==> src/hw/dcda_defines.vh <==
/*
  constants for the two-channel dma request arbiter: states, widths,
  address window defaults and transfer direction codes.
  assumes inclusion by bare name from the design and dv files.
*/
`ifndef DCDA_DEFINES_VH
`define DCDA_DEFINES_VH

`define DCDA_ADDR_W        20
`define DCDA_DATA_W        8
`define DCDA_CNT_W         10
`define DCDA_RAM_LO        20'hfef00
`define DCDA_RAM_HI        20'hffedf
`define DCDA_GPR_LO        20'hffee0
`define DCDA_GPR_HI        20'hffeff
`define DCDA_DIR_SFR2RAM   1'b0
`define DCDA_DIR_RAM2SFR   1'b1
`define DCDA_ST_IDLE       2'h0
`define DCDA_ST_XFER       2'h1
`define DCDA_ST_DONE       2'h2
`define DCDA_UNDEF_DATA    8'h00
`define DCDA_ONE_ADDR      20'h00001
`define DCDA_ONE_CNT       10'h001

`endif

==> src/hw/dcda_addr_check.v <==
/*
  classifies a ram-side address as usable internal ram or not.
  assumes the ram window and register bank bounds from the header.
*/
`timescale 1ns/1ns
`include "dcda_defines.vh"

module dcda_addr_check
#(
  parameter [`DCDA_ADDR_W-1:0] RAM_LO = `DCDA_RAM_LO,
  parameter [`DCDA_ADDR_W-1:0] RAM_HI = `DCDA_RAM_HI,
  parameter [`DCDA_ADDR_W-1:0] GPR_LO = `DCDA_GPR_LO,
  parameter [`DCDA_ADDR_W-1:0] GPR_HI = `DCDA_GPR_HI
)
(
  input  wire [`DCDA_ADDR_W-1:0] i_addr,
  output wire                    o_valid
);
  wire in_ram;
  wire in_gpr;

  assign in_ram  = (i_addr >= RAM_LO) && (i_addr <= RAM_HI);
  assign in_gpr  = (i_addr >= GPR_LO) && (i_addr <= GPR_HI);
  assign o_valid = in_ram && !in_gpr;
endmodule

==> src/hw/dcda_skid_buf.v <==
/*
  two-entry buffer with valid/ready on both sides.
  assumes one clock, synchronous active-high reset and a clock enable.
*/
`timescale 1ns/1ns
`include "dcda_defines.vh"

module dcda_skid_buf
#(
  parameter WIDTH = 29
)
(
  input  wire             i_clk_sys,
  input  wire             i_srst,
  input  wire             i_ce,
  input  wire             i_valid,
  output wire             o_ready,
  input  wire [WIDTH-1:0] i_data,
  output wire             o_valid,
  input  wire             i_ready,
  output wire [WIDTH-1:0] o_data
);
  reg [WIDTH-1:0] mem_reg [0:1];
  reg             wptr_reg;
  reg             rptr_reg;
  reg [1:0]       cnt_reg;
  wire            push;
  wire            pop;

  assign o_ready = (cnt_reg != 2'h2);
  assign o_valid = (cnt_reg != 2'h0);
  assign o_data  = mem_reg[rptr_reg];
  assign push    = i_valid && o_ready;
  assign pop     = o_valid && i_ready;

  always @(posedge i_clk_sys)
  begin
    if (i_srst)
    begin
      wptr_reg <= 1'b0;
      rptr_reg <= 1'b0;
      cnt_reg  <= 2'h0;
    end
    else if (i_ce)
    begin
      if (push)
      begin
        mem_reg[wptr_reg] <= i_data;
        wptr_reg          <= ~wptr_reg;
      end
      if (pop)
        rptr_reg <= ~rptr_reg;
      if (push && !pop)
        cnt_reg <= cnt_reg + 2'h1;
      else if (pop && !push)
        cnt_reg <= cnt_reg - 2'h1;
    end
  end
endmodule

==> src/hw/dcda_arbiter.v <==
/*
  two-channel dma request arbiter with ram address stepping.
  assumes requests and cpu status come from logic on i_clk_sys; the
  peripheral data pin path is external and double-synchronised here.
  each granted transfer moves one byte; a channel run lasts its count.
*/
`timescale 1ns/1ns
`include "dcda_defines.vh"

// Notes on behaviour
// - request on idle channel waits while other channel transfers; never dropped
// - waiting request starts only after the active transfer fully completes
// - simultaneous requests: channel 0 granted before channel 1
// - dma grant wins over a same-cycle interrupt; interrupt held back
// - no new grant right after call, table call or break instruction
// - no new grant right after bit ops on irq flag/mask/priority or psw
// - ram address register steps by one on every transfer
// - peripheral-to-ram write to bad ram address is discarded
// - ram-to-peripheral read from bad address returns undefined data
module dcda_arbiter
#(
  parameter ADDR_W = `DCDA_ADDR_W,
  parameter DATA_W = `DCDA_DATA_W,
  parameter CNT_W  = `DCDA_CNT_W
)
(
  input  wire              i_clk_sys,
  input  wire              i_srst,
  input  wire              i_ce,
  input  wire [1:0]        i_req,
  input  wire [1:0]        i_chan_en,
  input  wire [1:0]        i_dir,
  input  wire [ADDR_W-1:0] i_start_addr0,
  input  wire [ADDR_W-1:0] i_start_addr1,
  input  wire [CNT_W-1:0]  i_count0,
  input  wire [CNT_W-1:0]  i_count1,
  input  wire [1:0]        i_load,
  input  wire              i_instr_boundary,
  input  wire              i_call_or_break,
  input  wire              i_irq_reg_bitop,
  input  wire              i_irq_pending,
  input  wire [DATA_W-1:0] i_ram_rdata,
  input  wire [DATA_W-1:0] i_sfr_pin_data,
  input  wire              i_sink_ready,
  output reg               o_busy,
  output reg  [1:0]        o_grant,
  output reg               o_irq_ack_ok,
  output reg  [ADDR_W-1:0] o_ram_addr,
  output reg               o_ram_re,
  output reg               o_xfer_valid,
  output reg               o_xfer_ram_we,
  output reg  [ADDR_W-1:0] o_xfer_addr,
  output reg  [DATA_W-1:0] o_xfer_data,
  output reg               o_xfer_chan,
  output reg  [1:0]        o_run_done
)
;
  localparam BUF_W = ADDR_W + DATA_W + 2;

  reg  [1:0]        state_reg;
  reg  [1:0]        state_next;
  reg  [1:0]        pend_reg;
  reg               chan_reg;
  reg               hold_reg;
  reg  [DATA_W-1:0] sfr_s1_reg;
  reg  [DATA_W-1:0] sfr_s2_reg;
  reg  [ADDR_W-1:0] dma_ram_address_reg [0:1];
  reg  [CNT_W-1:0]  remain_reg [0:1];
  reg               issue_reg;
  reg  [DATA_W-1:0] wdata;
  reg               we_ok;

  wire [ADDR_W-1:0] cur_addr;
  wire              addr_ok;
  wire              buf_ready;
  wire              buf_valid;
  wire [BUF_W-1:0]  buf_out;
  wire [1:0]        live;
  wire              may_grant;
  wire              pick;
  wire              start;
  wire              boundary_hold;
  wire              out_take;

  assign cur_addr = dma_ram_address_reg[chan_reg];
  assign live     = (pend_reg | i_req) & i_chan_en;
  assign boundary_hold = i_call_or_break || i_irq_reg_bitop;
  // hold from the instruction just retired lasts until the next boundary
  assign may_grant = i_instr_boundary && !boundary_hold &&
                     !hold_reg;
  assign pick  = live[0] ? 1'b0 : 1'b1;
  assign start = (state_reg == `DCDA_ST_IDLE) && may_grant &&
                 (live != 2'b00);
  // buffer pops only when the output stage really takes its word,
  // else a stalled sink would see the same word twice
  assign out_take = !o_xfer_valid || i_sink_ready;

  dcda_addr_check u_chk
  (
    .i_addr  (cur_addr),
    .o_valid (addr_ok)
  );

  // pin data crosses in from the peripheral side
  always @(posedge i_clk_sys)
  begin
    if (i_srst)
    begin
      sfr_s1_reg <= {DATA_W{1'b0}};
      sfr_s2_reg <= {DATA_W{1'b0}};
    end
    else if (i_ce)
    begin
      sfr_s1_reg <= i_sfr_pin_data;
      sfr_s2_reg <= sfr_s1_reg;
    end
  end

  always @*
  begin
    state_next = state_reg;
    case (state_reg)
      `DCDA_ST_IDLE:
        if (start)
          state_next = `DCDA_ST_XFER;
      `DCDA_ST_XFER:
        if (buf_ready)
          state_next = `DCDA_ST_DONE;
      `DCDA_ST_DONE:
        state_next = `DCDA_ST_IDLE;
      default:
        state_next = `DCDA_ST_IDLE;
    endcase
  end

  always @*
  begin
    we_ok = 1'b0;
    wdata = sfr_s2_reg;
    if (i_dir[chan_reg] == `DCDA_DIR_SFR2RAM)
      we_ok = addr_ok;
    else if (addr_ok)
      wdata = i_ram_rdata;
    else
      wdata = `DCDA_UNDEF_DATA;
  end

  dcda_skid_buf #(.WIDTH(BUF_W)) u_buf
  (
    .i_clk_sys (i_clk_sys),
    .i_srst    (i_srst),
    .i_ce      (i_ce),
    .i_valid   (state_reg == `DCDA_ST_XFER),
    .o_ready   (buf_ready),
    .i_data    ({chan_reg, we_ok, cur_addr, wdata}),
    .o_valid   (buf_valid),
    .i_ready   (out_take),
    .o_data    (buf_out)
  );

  always @(posedge i_clk_sys)
  begin
    if (i_srst)
    begin
      state_reg <= `DCDA_ST_IDLE;
      pend_reg  <= 2'b00;
      chan_reg  <= 1'b0;
      hold_reg  <= 1'b0;
      issue_reg <= 1'b0;
      dma_ram_address_reg[0] <= {ADDR_W{1'b0}};
      dma_ram_address_reg[1] <= {ADDR_W{1'b0}};
      remain_reg[0] <= {CNT_W{1'b0}};
      remain_reg[1] <= {CNT_W{1'b0}};
      o_busy        <= 1'b0;
      o_grant       <= 2'b00;
      o_irq_ack_ok  <= 1'b0;
      o_ram_addr    <= {ADDR_W{1'b0}};
      o_ram_re      <= 1'b0;
      o_xfer_valid  <= 1'b0;
      o_xfer_ram_we <= 1'b0;
      o_xfer_addr   <= {ADDR_W{1'b0}};
      o_xfer_data   <= {DATA_W{1'b0}};
      o_xfer_chan   <= 1'b0;
      o_run_done    <= 2'b00;
    end
    else if (i_ce)
    begin
      state_reg  <= state_next;
      o_run_done <= 2'b00;
      // hold set by instruction kind off a boundary, cleared at any boundary
      if (i_instr_boundary)
        hold_reg <= 1'b0;
      else if (boundary_hold)
        hold_reg <= 1'b1;
      // requests latch; a start clears the granted channel's latch even if it is set again that cycle
      pend_reg <= live;
      if (start)
      begin
        chan_reg <= pick;
        pend_reg[pick] <= 1'b0;
        if (pick)
          pend_reg[0] <= live[0];
        else
          pend_reg[1] <= live[1];
      end
      if (i_load[0])
      begin
        dma_ram_address_reg[0] <= i_start_addr0;
        remain_reg[0]          <= i_count0;
      end
      if (i_load[1])
      begin
        dma_ram_address_reg[1] <= i_start_addr1;
        remain_reg[1]          <= i_count1;
      end
      if (state_reg == `DCDA_ST_XFER && buf_ready)
      begin
        dma_ram_address_reg[chan_reg] <= cur_addr +
                                         `DCDA_ONE_ADDR;
        remain_reg[chan_reg] <= remain_reg[chan_reg] - `DCDA_ONE_CNT;
        if (remain_reg[chan_reg] == `DCDA_ONE_CNT)
          o_run_done[chan_reg] <= 1'b1;
      end
      issue_reg    <= start;
      o_busy       <= (state_next != `DCDA_ST_IDLE);
      o_grant      <= start ? (pick ? 2'b10 : 2'b01) : 2'b00;
      // interrupt yields to a dma start or transfer in progress
      o_irq_ack_ok <= i_irq_pending && !start &&
                      (state_next == `DCDA_ST_IDLE);
      o_ram_addr   <= start ? dma_ram_address_reg[pick] : cur_addr;
      // strobe stands through a stalled transfer so read data stays valid
      if (start)
        o_ram_re <= (i_dir[pick] == `DCDA_DIR_RAM2SFR);
      else
        o_ram_re <= o_ram_re && (state_next == `DCDA_ST_XFER);
      if (out_take)
      begin
        o_xfer_valid  <= buf_valid;
        o_xfer_chan   <= buf_out[BUF_W-1];
        o_xfer_ram_we <= buf_out[BUF_W-2];
        o_xfer_addr   <= buf_out[ADDR_W+DATA_W-1:DATA_W];
        o_xfer_data   <= buf_out[DATA_W-1:0];
      end
      else
        o_xfer_valid <= 1'b1;
    end
  end
endmodule

==> config.mk <==
export PLATFORM = sky130hd
export DESIGN_NAME = dcda_arbiter
export DESIGN_NICKNAME = d
export VERILOG_FILES = /design/src/hw/dcda_addr_check.v /design/src/hw/dcda_skid_buf.v /design/src/hw/dcda_arbiter.v
export VERILOG_INCLUDE_DIRS = /design/src /design/src/hw
export SDC_FILE = /design/constraint.sdc
export NUM_CORES = 1
export LEC_CHECK = 0
export BUFFER_PORTS_ARGS = -buffer_cell sky130_fd_sc_hd__buf_2
export CAP_MARGIN = 20
export CORE_MARGIN = 3
export CORE_UTILIZATION = 49
export CTS_CLUSTER_SIZE = 25
export DETAILED_ROUTE_END_ITERATION = 16
export HOLD_SLACK_MARGIN = 0.12
export PLACE_DENSITY_LB_ADDON = 0.25
export SETUP_SLACK_MARGIN = 0.4
export SLEW_MARGIN = 10
export SYNTH_ARGS = -nofsm -noshare
export SYNTH_HDL_FRONTEND = slang
export SYNTH_SLANG_ARGS = --single-unit
==> constraint.sdc <==
create_clock -name i_clk_sys -period 3.25 [get_ports i_clk_sys]
set_input_delay 0.1625 -clock i_clk_sys [delete_from_list [all_inputs] [get_ports i_clk_sys]]
set_output_delay 0.1625 -clock i_clk_sys [all_outputs]
set_load 0.1 [all_outputs]
Yosys cells after proc, flatten, opt, wreduce, memory -nomap -nowiden
Memory sizes are Yosys's and may differ from the RTL's. A register that Yosys moved wholly into a read port is not among the register bits.
Index checks and enable logic that the tools add are counted.
- memory bits (writable): 120
- output and inout port bits: 58
- logic and storage cells: 134
- bits in latches: 0
- memories: 3
- flip-flop bits (word level): 54
- bits in read-only memories: 0
- equality and inequality tests: 4
- shift operators: 0
- reduce and logical (&&, ||, !) cells: 38
- multipliers: 0
- order comparisons: 8
- bitwise operators: 10
- mux-type cells: 51
- $add $sub $neg: 4
- divide/modulo/power cells: 0
- memory list (name ; words ; bits a word ; rd ports ; clocked after Yosys merged registers in ; wr ports ; line ; RTL):
    u_buf.mem_reg ; 2 ; 30 ; 1 ; 1 ; 1 ; dcda_skid_buf.v:23 ; reg [WIDTH-1:0] mem_reg [0:1];
    dma_ram_address_reg ; 2 ; 20 ; 2 ; 1 ; 3 ; dcda_arbiter.v:67 ; reg [ADDR_W-1:0] dma_ram_address_reg [0:1];
    remain_reg ; 2 ; 10 ; 1 ; 1 ; 3 ; dcda_arbiter.v:68 ; reg [CNT_W-1:0] remain_reg [0:1];
- operators with widths (kind ; number):
    $mux 20 ; 3
    $ge 20x20->1 const B ; 2
    $le 20x20->1 const B ; 2
    $mux 1 ; 32
    $add 20x1->20 const B ; 1
    $mux 10 ; 2
    $mux 2 ; 9
    $logic_and 1x1->1 ; 16
    $mux 8 ; 2
    $reduce_and 2->1 ; 6
    $eq 10x1->1 const B ; 1
    $reduce_bool 2->1 ; 5
    $sub 10x1->10 const B ; 1
    $logic_not 1->1 ; 7
    $and 2x2->2 ; 2
    $eq 2x1->1 const B ; 2
    $logic_not 2->1 ; 2
    $lt 1x2->1 const B ; 2
    $or 1x1->1 ; 4
    $pmux 2 s2 ; 1
    $add 2x1->2 const B ; 1
    $demux 1 s1 ; 2
    $ge 1x1->1 const B ; 2
    $logic_or 1x1->1 ; 2
    5 further kinds ; 6

Depth between registers and ports, before layout
- word-level depth: 11
- mapped depth: 12

Cells and area by module
A second synthesis with hierarchy kept.
- cells, all modules: 856
- area, all modules: 9531.6 sq um
- modules (own cells, without submodules) (module ; area each (sq um) ; cells an instance ; sequential area each (sq um) ; instances):
    dcda_arbiter ; 7040.5 ; 725 ; 3423.3 ; 1
    dcda_skid_buf ; 2432.3 ; 122 ; 1901.8 ; 1
    dcda_addr_check ; 58.8 ; 9 ; 0.0 ; 1

Worst setup path before layout
Ideal clock, no wire load.
- kind: register to register
- start: register (tool-made name)
- end: memory dma_ram_address_reg[1][18] (netlist bit) (data pin)
- required time: 2.994 ns
- arrival time: 2.612 ns
- path buffers: 4
- clock period less this slack: 2.869 ns
- cell stages (with the launch flop): 13
- path slack: 0.381 ns
- cells stage by stage: dfxtp_1 buf_6 buf_2 buf_2 buf_2 mux2i_1 inv_1 ha_1 nand4b_1 a221oi_2 nand4_1 xnor2_1 a22o_1
- RTL lines (what ; line):
    end, declared ; dcda_arbiter.v:67

==> flow_metrics.tcl <==
set metrics [dict create \
    run_status "finished, final reports clean" \
    worstMarginPinSlew_ns 0.978 \
    final_core_util_pct 64.0 \
    worstPathArrival_ns 2.89 \
    start_util_pct 50.1 \
    postSynth.asyncResetShare_pct 0 \
    clkLatencyLatePin_ns 0.50 \
    synthTopCellsByCount "120 x edfxtp_1, 85 x dfxtp_1, 84 x mux2i_1" \
    hold_viol_final 0 \
    hp-class "in2reg" \
    wl_mm 22.6 \
    yosysMostFrequentCell "edfxtp_1" \
    synth_area_leader_cell "edfxtp_1" \
    die_w_um 142 \
    skew_ns 0.0115 \
    rsz0062_at_grt "false" \
    pin_count 150 \
    p_leak_nw 4.64 \
    yosys_warnings 0 \
    critPathLaunchType "register" \
    drc_errors 0 \
    wl_met3_mm 1.14 \
    rows 49 \
    endpoint_kind "register" \
    slew_headroom_pct 34.8 \
    cts_tree "done" \
    synth_cells 777 \
    critical_path_class "reg2reg" \
    synth-main-ff-cell "edfxtp_1" \
    synth_edf_count 120 \
    seq_area_frac_synth_pct 58.5 \
    yosysUniqueCellTypes 51 \
    highest_layer "met4" \
    firstDrtPassIters 5 \
    ant_nets 0 \
    totalPowerFinal_mw 6.60 \
    cts-root-buf "clkbuf_16" \
    antenna_found_initial 0 \
    grt_pass1_vias 6969 \
    synth_nets 874 \
    yosys-top-cells-area "edfxtp_1 40%, dfxtp_1 19%, mux2i_1 9.3%" \
    grt_pass1_wl_mm 35.9 \
    fin_crit_sh_pct 79.2 \
    track_usage_pct 22.2 \
    power_density_nw_per_um2 570 \
    clk_pin_slew_ns 0.06 \
    maxCapViolCount 0 \
    layout-drive-gt1-share_pct 22.0 \
    diodes 0 \
    cts_num_sinks 205 \
    grt_max_degree 61 \
    post_drt_wl_per_cell_um 18.2 \
    max_clock_freq_ghz 0.389 \
    port_buffers 149 \
    finalSetupViolCount 0 \
    cts_made_buffers 22 \
    cp.required_ns 3.57 \
    largest_reg_flops 60 \
    vias 6778 \
    place_congestion 0.840 \
    syn_to_final_growth_pct 27.8 \
    dieArea_um2 20200 \
    via_per_inst 5.44 \
    synth_area_um2 9060 \
    fin_crit_ns 2.57 \
    tns_ns 0 \
    met2_length_mm 10.6 \
    hpwl_mm 14.7 \
    num-nets-final 1098 \
    h-tree-depth 1 \
    die_h_um 142 \
    ys_ff_latch 205 \
    clk_path_buf_depth 3 \
    synth_top_area_share_pct 39.8 \
    crit_fanout 44 \
    fill_cells 1391 \
    peakVddDrop_mv 0.385 \
    drt-initial-drc-count 439 \
    coreArea_um2 18100 \
    gr-total-overflow 0 \
    synth_area_per_cell_um2 11.7 \
    wl_met1_mm 10.4 \
    slew_violations 0 \
    timing.hold.ws_ns 0.149 \
]
## per-stage QoR
step / worst slack [ns] / std cells / instance area [um^2]
after CTS: 0.694 / 1246 / 11600
after floorplan: 0.417 / 777 / 9070
final: 0.677 / 1246 / 11600
after global placement: 0.811 / 1123 / 10000
after global routing: 0.511 / 1246 / 11600
after detailed placement: 0.697 / 1123 / 10000
## per-layer routing
layer	up-vias	track usage [%]
li1	3331	-
met1	3193	30.8
met2	213	36.6
met3	41	3.43
met4	0	6.21
met5	-	0
## cell families (layout without fill, tap and decap cells)
family                     after synthesis  in the layout  share of synthesized area (%)
AOI/OAI and AO/OA                      172            172                           13.2
adders and majority gates                5              5                          0.690
muxes                                   99             99                           11.1
buffers and inverters                   60            300                           2.82
xor gates and xnor gates                31             31                           3.00
and+or+nand+nor                        205            205                           10.6
DFF                                    205            205                           58.5
## path summary, 6_finish.rpt
check                           slack, ns                            end  cells after the start                        start
worst max-delay path                 0.68  u_buf.mem_reg[0][0]$_DFFE_PP_                      6                     register
worst min register to register       0.45    o_ram_addr[19]$_SDFFE_PP0P_                      2  o_ram_addr[19]$_SDFFE_PP0P_
worst max register to register       0.68  u_buf.mem_reg[0][0]$_DFFE_PP_                      6                     register
worst min-delay path                 0.15        o_grant[1]$_SDFFE_PP0P_                      4                 i_chan_en[1]
## power breakdown
part | switching [mW] | internal [mW] | total (mW)
Combinational | 0.748 | 0.365 | 1.11
Sequential | 0.148 | 2.90 | 3.04
Clock | 0.968 | 1.47 | 2.44
## layout make-up
cell class                      instances  area [um^2]  area share [%]
Clock buffer                           36          664            5.74
Clock inverter                          4         45.0           0.389
Inverter                               11         41.3           0.357
Multi-Input combinational cell        512         3530            30.5
Sequential cell                       205         5310            45.8
Tap cell                              229          287            2.47
Timing Repair Buffer                  249         1700            14.7
## critical path: stages, from the launching register on
cell	delay [ns]
dfxtp_2	0.37
buf_4	0.41
nand4_1	0.22
a21oi_1	0.30
nor2_1	0.07
or4_1	0.72
o21ai_1	0.29
## cell usage in the layout, fill, tap and decap left out, drive strengths merged, types with 18 or more instances in the layout
master,count
buf,166
a211oi,33
dlygate4sd3,83
edfxtp,120
mux2i,84
nor2,65
nand2,70
clkbuf,36
o21ai,57
dfxtp,85
xnor2,18
a22o,48
## what timing repair did
item / 4_1_cts / 5_1_grt
setup endpoints to repair: 0 / 0
setup buffers: 0 / 0
hold buffers: 83 / 0
resized for setup: 0 / 0
endpoints found under the hold margin: 93 / 0
(Power assumes the default switching activity.)
